<file path="src/pkg/irq_bank_defines.svh">
// Register offsets, field positions, reset values for the request bank
`ifndef IRQ_BANK_DEFINES_SVH
`define IRQ_BANK_DEFINES_SVH

// =====================================================================
// Register indices (byte address is four times the index)
`define IRB_IDX_TB_EN      8'h52
`define IRB_IDX_LM_EN      8'h53
`define IRB_IDX_EXT_REQ    8'h55
`define IRB_IDX_TS_REQ     8'h56
`define IRB_IDX_TB_REQ     8'h57
`define IRB_IDX_LM_REQ     8'h58
`define IRB_IDX_EVT_STAT   8'h60
`define IRB_IDX_EVT_MASK   8'h61

// =====================================================================
// Reset values
`define IRB_RST_EN         4'h0
`define IRB_RST_REQ        14'h0000

// =====================================================================
// Positions in the 14-bit source vector (also the priority order)
`define IRB_POS_EXT        0
`define IRB_POS_TS         4
`define IRB_POS_TB         8
`define IRB_POS_LM         12
`define IRB_NUM_SRC        14

// Vector start address of source 0 (sources are two apart)
`define IRB_VEC_BASE       8'h10

`endif

</file>
<file path="src/pkg/irq_bank_pkg.sv">
// Types shared by the interrupt request and enable bank
package irq_bank_pkg;

  // =====================================================================
  // One bit per interrupt source, index equals priority
  typedef logic [13:0] src_vec_t;
  // Four-bit data nibble of the core's registers
  typedef logic [3:0]  nibble_t;

  // Bus slave answer sequence
  typedef enum logic [0:0] {
    BUS_IDLE,
    BUS_ANSWER
  } bus_state_e;

endpackage

</file>
<file path="src/hw/interrupt_request_enable_bank.sv">
// Interrupt request flags, enables and priority select for a 4-bit core
//
// Operation
// - Time base enable register, four taps
// - Level detector and melody enable register
// - Request bit set right after source event
// - Request needs master and source enable
// - Software writing one raises a request
// - Accepted request clears its own bit
// - Reset clears all request registers
// - External request register, pins three..zero
// - External interrupt n from port0 bit n
// - Serial and timer request register layout
// - Serial done events set serial flags
// - Timer overflow sets timer flags
// - Time base request register, four taps
// - Slowest tap flag set on falling edge
// - Other tap flags set on falling edge
// - Forward only request AND enable
// - Lowest start address presented first
// - Level detector and melody request register
`timescale 1ns/1ps
`include "irq_bank_defines.svh"

module interrupt_request_enable_bank
  import irq_bank_pkg::*;
(
  input  wire logic        sys_clk,              // 200 MHz system clock
  input  wire logic        reset,                // Synchronous, high
  input  wire logic [9:0]  avs_address,          // Byte address
  input  wire logic        avs_read,
  input  wire logic        avs_write,
  input  wire logic [31:0] avs_writedata,
  input  wire logic [3:0]  avs_byteenable,
  output logic      [31:0] avs_readdata,
  output logic             avs_waitrequest,
  input  wire logic [3:0]  port0Pin,             // Port 0 pins, async
  input  wire logic [3:0]  tbTap,                // Time base taps, async
  input  wire logic        timer0Overflow,       // One-cycle pulses
  input  wire logic        timer1Overflow,
  input  wire logic        serialRxDone,
  input  wire logic        serialTxDone,
  input  wire logic        melodyEnd,
  input  wire logic        levelDetectStart,
  input  wire logic [3:0]  extIrqEnable,         // Held outside the bank
  input  wire logic [3:0]  timerSerialIrqEnable, // Held outside the bank
  input  wire logic        masterIrqEnable,
  input  wire logic        cpuAccept,            // Core takes the request
  output logic             irqRequest,           // Request to the core
  output logic      [3:0]  irqSourceIndex,       // Winning source
  output logic      [7:0]  irqStartAddr,         // Its start address
  output logic             eventIrq              // Sticky event interrupt
);

  // =====================================================================
  // Storage
  nibble_t    tbEnQ;         // Time base tap enables
  logic [1:0] lmEnQ;         // Level detector / melody enables
  src_vec_t   reqQ;          // Request flags, all four registers
  src_vec_t   reqD;
  src_vec_t   evtStatQ;      // Sticky event status
  src_vec_t   evtStatD;
  src_vec_t   evtMaskQ;      // Event interrupt mask
  bus_state_e busQ;          // Bus answer state
  bus_state_e busD;
  logic [31:0] rdataQ;       // Registered read data

  // =====================================================================
  // Input synchronisers for pins and the time base taps
  logic [3:0] pinMetaQ;      // First stage, read by second stage only
  logic [3:0] pinSyncQ;      // Second stage
  logic [3:0] pinPrevQ;      // Previous synced level, for edges
  logic [3:0] tapMetaQ;
  logic [3:0] tapSyncQ;
  logic [3:0] tapPrevQ;

  // Two flops before any logic, a third for edge detection
  always_ff @(posedge sys_clk) begin
    if (reset) begin
      pinMetaQ <= 4'h0;
      pinSyncQ <= 4'h0;
      pinPrevQ <= 4'h0;
      tapMetaQ <= 4'h0;
      tapSyncQ <= 4'h0;
      tapPrevQ <= 4'h0;
    end else begin
      pinMetaQ <= port0Pin;
      pinSyncQ <= pinMetaQ;
      pinPrevQ <= pinSyncQ;
      tapMetaQ <= tbTap;
      tapSyncQ <= tapMetaQ;
      tapPrevQ <= tapSyncQ;
    end
  end

  // Falling edges of the pins and the divider outputs
  wire [3:0] extFall = pinPrevQ & ~pinSyncQ;
  wire [3:0] tapFall = tapPrevQ & ~tapSyncQ;

  // =====================================================================
  // Hardware events in priority order
  wire src_vec_t hwEvt = {
    levelDetectStart,        // 13
    melodyEnd,               // 12
    tapFall,                 // 11..8: 1/16384 down to 1/1024
    serialTxDone,            // 7
    serialRxDone,            // 6
    timer1Overflow,          // 5
    timer0Overflow,          // 4
    extFall                  // 3..0
  };

  // Per-source enables in the same order
  wire src_vec_t enVec = {
    lmEnQ[1], lmEnQ[0], tbEnQ, timerSerialIrqEnable, extIrqEnable
  };

  // =====================================================================
  // Bus decode
  wire       busReq   = avs_read | avs_write;
  wire       busAct   = busReq & (busQ == BUS_ANSWER);
  wire       wrAct    = busAct & avs_write & avs_byteenable[0];
  wire       aligned  = (avs_address[1:0] == 2'b00);
  wire [7:0] regIdx   = avs_address[9:2];
  wire       selTbEn  = aligned & (regIdx == `IRB_IDX_TB_EN);
  wire       selLmEn  = aligned & (regIdx == `IRB_IDX_LM_EN);
  wire       selExtR  = aligned & (regIdx == `IRB_IDX_EXT_REQ);
  wire       selTsR   = aligned & (regIdx == `IRB_IDX_TS_REQ);
  wire       selTbR   = aligned & (regIdx == `IRB_IDX_TB_REQ);
  wire       selLmR   = aligned & (regIdx == `IRB_IDX_LM_REQ);
  wire       selStat  = aligned & (regIdx == `IRB_IDX_EVT_STAT);
  wire       selMask  = aligned & (regIdx == `IRB_IDX_EVT_MASK);
  wire nibble_t wNib  = avs_writedata[3:0];

  // Which request bits a software write touches, and with what
  wire src_vec_t swWrMask = {
    {2{wrAct & selLmR}},
    {4{wrAct & selTbR}},
    {4{wrAct & selTsR}},
    {4{wrAct & selExtR}}
  };
  wire src_vec_t swWrVal = {wNib[1:0], wNib, wNib, wNib};

  // =====================================================================
  // Gating and priority
  wire src_vec_t pendEn = reqQ & enVec;

  // Lowest index wins, that is the lowest start address
  function automatic logic [3:0] lowestSet(input src_vec_t v);
    logic [3:0] idx;
    idx = 4'h0;
    for (int i = `IRB_NUM_SRC - 1; i >= 0; i--) begin
      if (v[i]) begin
        idx = 4'(i);
      end
    end
    return idx;
  endfunction

  wire [3:0] winIdx   = lowestSet(pendEn);
  wire       anyPend  = |pendEn;
  assign irqRequest     = masterIrqEnable & anyPend;
  assign irqSourceIndex = winIdx;
  assign irqStartAddr   = `IRB_VEC_BASE + {3'b000, winIdx, 1'b0};

  // Clear mask for the accepted source only
  wire src_vec_t accClr = (cpuAccept & irqRequest) ?
                          src_vec_t'(14'h0001 << winIdx) : '0;

  // =====================================================================
  // Next value of each request flag, one generate per source
  genvar g;
  generate
    for (g = 0; g < `IRB_NUM_SRC; g++) begin : gReq
      // Event first so a clear in the same cycle cannot drop it
      assign reqD[g] = hwEvt[g] |
                       (swWrMask[g] ? swWrVal[g] :
                        (reqQ[g] & ~accClr[g]));
      // Sticky event status, set beats write-one-to-clear
      assign evtStatD[g] = hwEvt[g] |
                           (evtStatQ[g] &
                            ~(wrAct & selStat & avs_writedata[g]));
    end
  endgenerate

  // Request flags update on the edge after the event cycle
  always_ff @(posedge sys_clk) begin
    if (reset) begin
      reqQ <= `IRB_RST_REQ;
    end else begin
      reqQ <= reqD;
    end
  end

  // =====================================================================
  // Enable registers, only low bits are stored
  always_ff @(posedge sys_clk) begin
    if (reset) begin
      tbEnQ <= `IRB_RST_EN;
      lmEnQ <= 2'b00;
    end else begin
      if (wrAct & selTbEn) begin
        tbEnQ <= wNib;
      end
      if (wrAct & selLmEn) begin
        lmEnQ <= wNib[1:0];
      end
    end
  end

  // Event status and mask for the secondary interrupt line
  always_ff @(posedge sys_clk) begin
    if (reset) begin
      evtStatQ <= '0;
      evtMaskQ <= '0;
    end else begin
      evtStatQ <= evtStatD;
      if (wrAct & selMask) begin
        evtMaskQ <= avs_writedata[13:0];
      end
    end
  end

  // Level output, high while any unmasked status bit is set
  assign eventIrq = |(evtStatQ & evtMaskQ);

  // =====================================================================
  // Read selection; unused and unmapped bits read zero
  wire [31:0] rdMux =
    selTbEn ? {28'h0, tbEnQ}                                   :
    selLmEn ? {30'h0, lmEnQ}                                   :
    selExtR ? {28'h0, reqQ[`IRB_POS_EXT +: 4]}                 :
    selTsR  ? {28'h0, reqQ[`IRB_POS_TS +: 4]}                  :
    selTbR  ? {28'h0, reqQ[`IRB_POS_TB +: 4]}                  :
    selLmR  ? {30'h0, reqQ[`IRB_POS_LM +: 2]}                  :
    selStat ? {18'h0, evtStatQ}                                :
    selMask ? {18'h0, evtMaskQ}                                :
              32'h0;

  // =====================================================================
  // Bus slave: one wait cycle, then answer; data from a flop
  always_comb begin
    busD = busQ;
    case (busQ)
      BUS_IDLE: begin
        if (busReq) begin
          busD = BUS_ANSWER;
        end
      end
      BUS_ANSWER: begin
        busD = BUS_IDLE;
      end
      default: begin
        busD = BUS_IDLE;
      end
    endcase
  end

  // State and read data capture, data stays until next read
  always_ff @(posedge sys_clk) begin
    if (reset) begin
      busQ   <= BUS_IDLE;
      rdataQ <= 32'h0;
    end else begin
      busQ <= busD;
      if (busQ == BUS_IDLE && avs_read) begin
        rdataQ <= rdMux;
      end
    end
  end

  // Wait is released in the answer cycle only
  assign avs_waitrequest = busReq & (busQ != BUS_ANSWER);
  assign avs_readdata    = rdataQ;

  // =====================================================================
  // Checks
  AST_RESET_CLEARS: assert property (@(posedge sys_clk)
    reset |=> (reqQ == '0 && tbEnQ == 4'h0 && lmEnQ == 2'b00))
    else $error("Flags or enables not zero after reset");

  AST_TB_EN_WRITE: assert property (@(posedge sys_clk)
    disable iff (reset)
    (wrAct && selTbEn) |=> (tbEnQ == $past(avs_writedata[3:0])))
    else $error("Time base enable write lost");

  AST_LM_EN_READ: assert property (@(posedge sys_clk)
    disable iff (reset)
    (avs_read && selLmEn && busQ == BUS_IDLE) |=>
      (avs_readdata[31:2] == 30'h0 && avs_readdata[1:0] == $past(lmEnQ)))
    else $error("Level/melody enable read wrong");

  AST_EVENT_SETS: assert property (@(posedge sys_clk)
    disable iff (reset)
    (hwEvt != '0) |=> ((reqQ & $past(hwEvt)) == $past(hwEvt)))
    else $error("Event did not set its request flag");

  AST_GATED_REQ: assert property (@(posedge sys_clk)
    disable iff (reset)
    irqRequest == (masterIrqEnable && ((reqQ & enVec) != '0)))
    else $error("Request gating wrong");

  AST_SW_SET: assert property (@(posedge sys_clk)
    disable iff (reset)
    (wrAct && selExtR && hwEvt == '0) |=>
      (reqQ[3:0] == $past(avs_writedata[3:0])))
    else $error("Software write to requests not taken");

  AST_ACCEPT_CLEARS: assert property (@(posedge sys_clk)
    disable iff (reset)
    (cpuAccept && irqRequest && !wrAct && hwEvt == '0) |=>
      !reqQ[$past(winIdx)])
    else $error("Accepted request not cleared");

  AST_TAP_FALL: assert property (@(posedge sys_clk)
    disable iff (reset)
    $fell(tapSyncQ[3]) |=> reqQ[`IRB_POS_TB + 3])
    else $error("Slow tap falling edge missed");

  AST_PRIORITY: assert property (@(posedge sys_clk)
    disable iff (reset)
    irqRequest |-> (pendEn[winIdx] &&
      ((pendEn & ((14'h0001 << winIdx) - 14'h0001)) == '0)))
    else $error("Higher priority source skipped");

  AST_SET_WINS: assert property (@(posedge sys_clk)
    disable iff (reset)
    ((accClr & hwEvt) != '0) |=>
      ((reqQ & $past(accClr & hwEvt)) == $past(accClr & hwEvt)))
    else $error("Clear beat a same-cycle event");

  AST_BUS_ANSWER: assert property (@(posedge sys_clk)
    disable iff (reset)
    (busReq && busQ == BUS_IDLE) |=> !avs_waitrequest [*1])
    else $error("Bus answer not given after one wait");

  // Pin edges pass the synchroniser, so the flag trails the pin
  AST_EXT_FALL: assert property (@(posedge sys_clk)
    disable iff (reset)
    (extFall != 4'h0) |=> ((reqQ[3:0] & $past(extFall)) == $past(extFall)))
    else $error("Pin falling edge did not set its flag");

  // The three faster taps share the slow tap's edge logic
  AST_TAP_FALL_LOW: assert property (@(posedge sys_clk)
    disable iff (reset)
    (tapFall[2:0] != 3'b000) |=>
      ((reqQ[`IRB_POS_TB +: 3] & $past(tapFall[2:0])) == $past(tapFall[2:0])))
    else $error("Fast tap falling edge missed");

  // A software write replaces the whole tap request field
  AST_SW_TAP_SET: assert property (@(posedge sys_clk)
    disable iff (reset)
    (wrAct && selTbR && hwEvt == '0) |=>
      (reqQ[`IRB_POS_TB +: 4] == $past(avs_writedata[3:0])))
    else $error("Software write to tap requests not taken");

  // Read data is captured at the request's first edge
  AST_TS_REQ_READ: assert property (@(posedge sys_clk)
    disable iff (reset)
    (avs_read && selTsR && busQ == BUS_IDLE) |=>
      (avs_readdata == {28'h0, $past(reqQ[`IRB_POS_TS +: 4])}))
    else $error("Timer/serial request read wrong");

  COV_SW_INT: cover property (@(posedge sys_clk) disable iff (reset)
    (wrAct && selTbR) ##1 irqRequest);
  COV_ACCEPT: cover property (@(posedge sys_clk) disable iff (reset)
    cpuAccept && irqRequest);
  COV_TWO_PEND: cover property (@(posedge sys_clk) disable iff (reset)
    irqRequest && ($countones(pendEn) > 1));
  COV_EVT_IRQ: cover property (@(posedge sys_clk) disable iff (reset)
    eventIrq);
  // Rare race: the core takes a flag as its source fires again
  COV_SET_WINS: cover property (@(posedge sys_clk) disable iff (reset)
    (accClr & hwEvt) != '0);

endmodule

</file>
<file path="config.mk">
export PLATFORM = sky130hd
export DESIGN_NAME = interrupt_request_enable_bank
export DESIGN_NICKNAME = d
export VERILOG_FILES = /design/src/pkg/irq_bank_pkg.sv /design/src/hw/interrupt_request_enable_bank.sv
export VERILOG_INCLUDE_DIRS = /design/src /design/src/pkg
export SDC_FILE = /design/constraint.sdc
export NUM_CORES = 1
export LEC_CHECK = 0
export BUFFER_PORTS_ARGS = -buffer_cell sky130_fd_sc_hd__buf_2
export CORE_ASPECT_RATIO = 0.75
export CORE_MARGIN = 1
export CORE_UTILIZATION = 56
export DETAILED_ROUTE_END_ITERATION = 12
export HOLD_SLACK_MARGIN = 0.15
export PLACE_DENSITY = 0.85
export SLEW_MARGIN = 20
export SYNTH_ARGS = -nofsm -noshare
export SYNTH_HDL_FRONTEND = slang
export SYNTH_SLANG_ARGS = --single-unit
</file>
<file path="constraint.sdc">
create_clock -name sys_clk -period 3.43 [get_ports sys_clk]
set_input_delay 0.343 -clock sys_clk [delete_from_list [all_inputs] [get_ports sys_clk]]
set_output_delay 0.343 -clock sys_clk [all_outputs]
set_load 0.05 [all_outputs]
</file>
==> summary.txt, run 1 <==
Power
  – NetSw: 0.612 mW
  – Comb pwr share: 15.3%
  – Maximum vdd drop: 269 uV
  – Sequential power share: 51.6%
  – Sw frac: 29.5%
  – Cell Pwr Density: 436 mW/mm^2
  – Internal Power: 1.46 mW
  – Pleak: 1.88 nW
  – Clk pwr share: 33.1%

Worst setup path
  – Largest delay contributor family on the critical path: flip-flops
  – CP Capture Type: output port
  – Critical Path Max Stage Delay: 480 ps
  – Crit Path Class: reg -> out
  – Arrival @ worst endpoint: 2160 ps
  – R2R setup slack: 1230 ps
  – Crit-path cells: nand2_1 > a221o_1 > nand2_1 > nand3_1 > inv_1 > buf_2
  – Worst Path Max Fanout: 6
  – CP Launch Type: flip-flop
  – CP required: 3090 ps
  – Critical path's slowest cell: dfxtp_1
  – Buf/Inv on CP: 2
  – Cell mode on critical path: nand2_1

Die
  – Core area: 0.00733 sq mm
  – Die width: 103 um
  – Die Footprint: 0.00795 sq mm
  – Site row count: 27
  – Ports: 121
  – Starting Density: 58.0%
  – Die H: 77.5 um

Global routing
  – Largest net degree at the start of global routing: 46
  – Initial antenna violation count: 0
  – GR Overflow Total: 0
  – All-Layer GR Usage: 29.4%
  – First-pass GRT wire length: 17.9 mm
  – Vias in the first global route: 3668

Routing
  – Iter 0 DRT Violations: 419
  – Vias per inst: 5.98
  – Routed Antenna Nets: 0
  – Residual DRC: 0
  – Wire per inst: 16.8 um
  – Final wirelength: 11.3 mm
  – 1st-pass router iterations: 5
  – Routed vias: 4018

Layout
  – Fin area: 0.00476 sq mm
  – Reg area: 0.00174 sq mm
  – Share of layout cells above drive strength 1: 19.4%
  – Area grow syn2layout: 11.9%
  – NumNets Final: 641
  – N_diodes: 0
  – Multi-input logic area: 0.00228 sq mm
  – Final Non-Filler Cells: 672
  – Commonest non-fill, non-tap cell in the layout: dfxtp_1
  – Fillers: 650
  – Most frequent cells in the layout: dfxtp_1 (87), buf_2 (78), nand2_1 (69)

Placed design
  – Post-DP HPWL: 8.41 mm
  – GPL Wtd Cong: 0.928
  – Pre-CTS setup slack: 886 ps
  – Placed cell count: 657
  – Placed Area: 0.00458 sq mm
  – Input/output buffers: 78

STA
  – RSZ-0062 raised after global routing: false
  – Pins Over Slew Limit: 0
  – Setup TNS Final: 0 ps
  – Slew margin rel.: 45.9%
  – Tmin final: 2510 ps
  – Final period utilization: 73.1%
  – Skew final: 9.38 ps
  – Worst setup margin: 922 ps
  – Final hold slack: 204 ps
  – Fmax: 0.399 GHz
  – Final Hold Vio Count: 0
  – Worst Tran Pin Value: 805 ps
  – Setup-failing EPs final: 0

Clocking
  – Setup Buffers After CTS: 0
  – Root Driver: clkbuf_8
  – Post-CTS Resized: 0
  – Inserted Clock Buffers: 9
  – Clk buf depth: 2
  – Clock sink count: 87
  – Hold Buf Count CTS: 0
  – Clk_lat worst skew: 350 ps
  – H-Tree Level Count: 3
  – CTS tree: done
  – Clk slew on worst S/H paths: 80 ps

Logic synthesis
  – Count of state elements after synthesis: 87
  – Seq/Total Area, Yosys: 40.9%
  – Avg Synthesized Cell Area: 8.42 sq um
  – Synth area leader: dfxtp_1
  – Synthesized area: 0.00425 sq mm
  – Async S/R FF share, synth: 0%
  – Post-synth EDFFs: 0
  – Post-Syn Instances: 505
  – Top FF cell, synth: dfxtp_1
  – Synth area leaders: dfxtp_1 (41%), nand2_1 (6.1%), a21oi_1 (5.6%)
  – Warning count from the yosys run: 0
  – Top-area cell type share of the netlist area: 40.9%
  – Distinct cell type count after synthesis: 62

Worst hold path
  – HP Class: in -> reg

Run
  – Max Cap Viol: 0

Run status
  – Status: finished, final reports clean
-- worst reg2reg max path: stages, from the launching register on --
cell      delay (ps)
dfxtp_1          450
nand4b_1         440
nor4_4           760
nand2_1          140
a21oi_1          220
nor2_1            70
-- registers in the layout, indices dropped and copies added (netlist names) --
name and count:
avs_readdata 14, evtMaskQ 14, evtStatQ 14, reqQ 14
pinMetaQ 4, pinPrevQ 4, pinSyncQ 4, tapMetaQ 4
tapPrevQ 4, tapSyncQ 4, tbEnQ 4, lmEnQ 2
busQ 1
-- logic make-up after synthesis --
kind of cell | Yosys count | synth area share [%]
AO/OA/AOI/OAI | 129 | 19.7
buffers and inverters | 54 | 7.23
flip-flops | 87 | 40.9
multiplexers | 21 | 4.94
other | 1 | 0.0882
AND/OR/NAND/NOR | 213 | 27.1
-- per-layer routing --
metal	vias to the layer above	global-route usage (%)	routed length, um
met1	1840	38.1	4650
li1	1892	-	-
met5	-	0	0
met2	252	45.3	5150
met3	34	9.28	1190
met4	0	11.4	300
-- power groups by stage --
stage	Sequential [mW]	Clock (mW)	Combinational (mW)
2_1_floorplan	1.09	0	0.245
3_3_place_gp	1.09	0	0.306
3_5_place_dp	1.09	0	0.313
4_1_cts	1.07	0.694	0.314
5_1_grt	1.07	0.738	0.341
6_report	1.07	0.687	0.318
-- synthesized netlist by cell type, types with 3 or more instances --
master and count:
nand2b_1 10, nand3_1 21, buf_2 5, nor3_1 5, a31o_2 4, or3_1 3
nor2b_1 29, buf_1 3, nand2_1 69, or3b_2 3, a221oi_1 5, inv_1 4
dfxtp_1 87, o22ai_1 6, a22oi_1 12, a211oi_1 4, nor4_4 3, nor2_1 34
a22o_1 5, a31oi_1 4, clkbuf_1 15, mux2i_1 21, and2_1 5, or2_2 3
o21ai_0 19, buf_4 26, nand4_1 7, a21oi_1 48, nor4_1 3
-- final cells by class --
class                      count  share of cell area, %
multi-input combinational    384                   47.9
sequential                    87                   36.6
timing repair buffer          81                   8.67
clock buffer                  10                   2.68
tap                          101                   2.65
clock inverter                 5                   1.23
inverter                       4                  0.315
-- worst paths after layout --
path	cells past startpoint	to	start
hold / removal	2	pinMetaQ[2]	port0Pin[2]
setup reg to reg	5	evtStatQ[3]	busQ
hold reg to reg	1	pinSyncQ[1]	pinMetaQ[1]
setup / recovery	6	irqSourceIndex[0]	reqQ[3]
-- metrics by stage --
step           total power, mW  util (%)
2_1_floorplan             1.34         -
3_3_place_gp              1.40      62.4
3_5_place_dp              1.41      62.4
4_1_cts                   2.08      65.0
5_1_grt                   2.15      65.0
6_report                  2.08      65.0
No activity file was read; power rests on OpenSTA's default activity.
==> run 2: changes to the inputs <==
- CORE_UTILIZATION: 56 -> 52
- PLACE_DENSITY: 0.85 -> 0.8
- clock period: 3.43 -> 2.4 ns (I/O delays scaled with it)
==> run 2 against run 1 <==
Effect of this change: routed wire length rose by 4.4%; combinational power increased by 55%; core utilization decreased by 0.26 points; sequential cell count did not move; clock power rose by 76%; total power grew 56%; global-route usage shrank 1.1 points; critical path depth is the same; worst setup slack worse by 800 ps; via count rose by 2.6%; design area up 7.6%.
==> summary.txt, run 2 (synthesis results as in run 1) <==
Run status
  – Status: finished, final reports clean (unchanged)

Worst setup path
  – Crit-path cells: and2_1 > a221o_1 > nand2_1 > nand3_1 > inv_2 > clkbuf_4 (was nand2_1 > a221o_1 > nand2_1 > nand3_1 > inv_1 > buf_2)
  – Worst r2r path cells: 5 (unchanged)
  – Worst Path Max Fanout: 5 (was 6)
  – Critical Path Max Stage Delay: 400 ps (was 480 ps)
  – CP Launch Type: flip-flop (unchanged)
  – Arrival @ worst endpoint: 2040 ps (was 2160 ps)
  – CP required: 2160 ps (was 3090 ps)
  – CP Capture Type: output port (unchanged)
  – Critical path's slowest cell: a221o_1 (was dfxtp_1)
  – Crit Path Class: reg -> out (unchanged)

STA
  – Setup TNS Final: 0 ps (unchanged)
  – Final Hold Vio Count: 0 (unchanged)
  – Slew margin rel.: 57.5% (was 45.9%)
  – Pins Over Slew Limit: 0 (unchanged)
  – Skew final: 8.43 ps (was 9.38 ps)
  – Fmax: 0.438 GHz
  – Setup-failing EPs final: 0 (unchanged)
  – Worst Tran Pin Value: 636 ps (was 805 ps)
  – RSZ-0062 raised after global routing: false (unchanged)
  – Tmin final: 2280 ps
  – Final period utilization: 95.0%

Routing
  – Final wirelength: 11.8 mm (was 11.3 mm)
  – Iter 0 DRT Violations: 334 (was 419)
  – 1st-pass router iterations: 7 (was 5)
  – Wire per inst: 16.7 um (was 16.8 um)
  – Routed vias: 4124 (was 4018)
  – Residual DRC: 0 (unchanged)
  – Routed Antenna Nets: 0 (unchanged)
  – Vias per inst: 5.82 (was 5.98)

Layout
  – Most frequent cells in the layout: dfxtp_1 (85), buf_2 (76), nand2_1 (69) (was dfxtp_1 (87), buf_2 (78), nand2_1 (69))
  – Reg area: 0.00174 sq mm (about the same)
  – Multi-input logic area: 0.00228 sq mm (about the same)
  – N_diodes: 0 (unchanged)
  – Fillers: 693 (was 650)
  – Area grow syn2layout: 20.4% (was 11.9%)
  – Final Non-Filler Cells: 708 (was 672)
  – NumNets Final: 673 (was 641)
  – Fin area: 0.00512 sq mm (was 0.00476 sq mm)
  – Share of layout cells above drive strength 1: 20.7% (was 19.4%)
  – Commonest non-fill, non-tap cell in the layout: dfxtp_1 (unchanged)

Global routing
  – Vias in the first global route: 3608 (was 3668)
  – Initial antenna violation count: 0 (unchanged)
  – All-Layer GR Usage: 28.3% (was 29.4%)
  – GR Overflow Total: 0 (unchanged)
  – Largest net degree at the start of global routing: 36 (was 46)
  – First-pass GRT wire length: 18.3 mm (was 17.9 mm)

Run
  – Max Cap Viol: 0 (unchanged)

Power
  – Maximum vdd drop: 546 uV (was 269 uV)
  – Comb pwr share: 15.2% (was 15.3%)
  – NetSw: 0.892 mW (was 0.612 mW)
  – Sw frac: 27.6% (was 29.5%)
  – Internal Power: 2.34 mW (was 1.46 mW)
  – Pleak: 2.04 nW (was 1.88 nW)
  – Sequential power share: 47.4% (was 51.6%)
  – Clk pwr share: 37.4% (was 33.1%)
  – Cell Pwr Density: 630 mW/mm^2 (was 436 mW/mm^2)

Die
  – Core area: 0.00792 sq mm (was 0.00733 sq mm)
  – Ports: 121 (unchanged)
  – Site row count: 28 (was 27)
  – Die Footprint: 0.00855 sq mm (was 0.00795 sq mm)
  – Die width: 106 um (was 103 um)
  – Die H: 80.3 um (was 77.5 um)
  – Starting Density: 53.7% (was 58.0%)

Clocking
  – Clock sink count: 87 (unchanged)
  – Clk slew on worst S/H paths: 80 ps (about the same)
  – Setup Buffers After CTS: 0 (unchanged)
  – Root Driver: clkbuf_8 (unchanged)
  – Clk_lat worst skew: 360 ps (was 350 ps)
  – Clk buf depth: 2 (unchanged)
  – CTS tree: done (unchanged)
  – H-Tree Level Count: 3 (unchanged)
  – Inserted Clock Buffers: 9 (unchanged)

Placed design
  – Post-DP HPWL: 8.51 mm (was 8.41 mm)
  – Placed Area: 0.00466 sq mm (was 0.00458 sq mm)
  – GPL Wtd Cong: 0.925 (was 0.928)
  – Input/output buffers: 78 (unchanged)
  – Placed cell count: 671 (was 657)

Worst hold path
  – Hold Path Stages: 3 (was 2)
  – HP Class: in -> reg (unchanged)
-- run 2: cell count changes in the layout (fill, tap and decap cells not counted), moves of 2 or more --
cell	previous run	this run
clkbuf_4	0	2
buf_2	78	76
dfxtp_2	0	2
dlygate4sd3_1	0	22
dfxtp_1	87	85
bufinv_16	1	3
buf_4	3	13
-- run 2: path summary, 6_finish.rpt --
check	slack (ps)	endpoint	from
setup reg to reg	430	reqQ[7]	reqQ[8]
hold reg to reg	440	pinSyncQ[3]	pinMetaQ[3]
hold / removal	170	evtMaskQ[8]	avs_writedata[8]
setup / recovery	120	irqStartAddr[1]	reqQ[6]
-- run 2: repair_timing --
action,CTS,global route
hold endpoints to repair,23,0
resized for setup,0,6
endpoints found under the setup margin,0,6
hold buffers,22,0
-- run 2: final cells by class --
cell class | count | share of cell area, %
inverter | 4 | 0.293
clock inverter | 5 | 2.08
clock buffer | 10 | 2.49
sequential | 87 | 34.0
tap | 105 | 2.56
timing repair buffer | 113 | 13.9
multi-input combinational | 384 | 44.6
-- run 2: layer usage --
metal | share of wire [%] | GRT usage, %
met1 | 44 | 37.9
met2 | 46 | 44.5
met3 | 8.6 | 7.95
met4 | 1.5 | 7.95
met5 | 0 | 0
-- run 2: stage by stage --
stage | hold slack (ps) | power, mW | util [%] | setup WS [ps]
detailed placement | 420 | 2.01 | 58.8 | 206
global route | 166 | 3.35 | 64.7 | 29.3
finish | 175 | 3.23 | 64.7 | 119
floorplan | 357 | 1.91 | - | 115
CTS | 160 | 3.24 | 64.5 | 29.7
global placement | 417 | 2.01 | 58.8 | 255
-- run 2: critical path: cells and delay by family, from the launching register on --
kind,cells,cell delay (ps)
and+or+nand+nor,3,540
DFF,1,360
buffers and inverters,2,380
AOI/OAI and AO/OA,1,400
-- run 2: power groups by stage --
stage	clock network [mW]	logic, mW	registers, mW
after floorplan	0	0.351	1.56
after global placement	0	0.448	1.56
after detailed placement	0	0.453	1.56
after CTS	1.23	0.482	1.53
after global routing	1.29	0.525	1.54
final	1.21	0.492	1.53
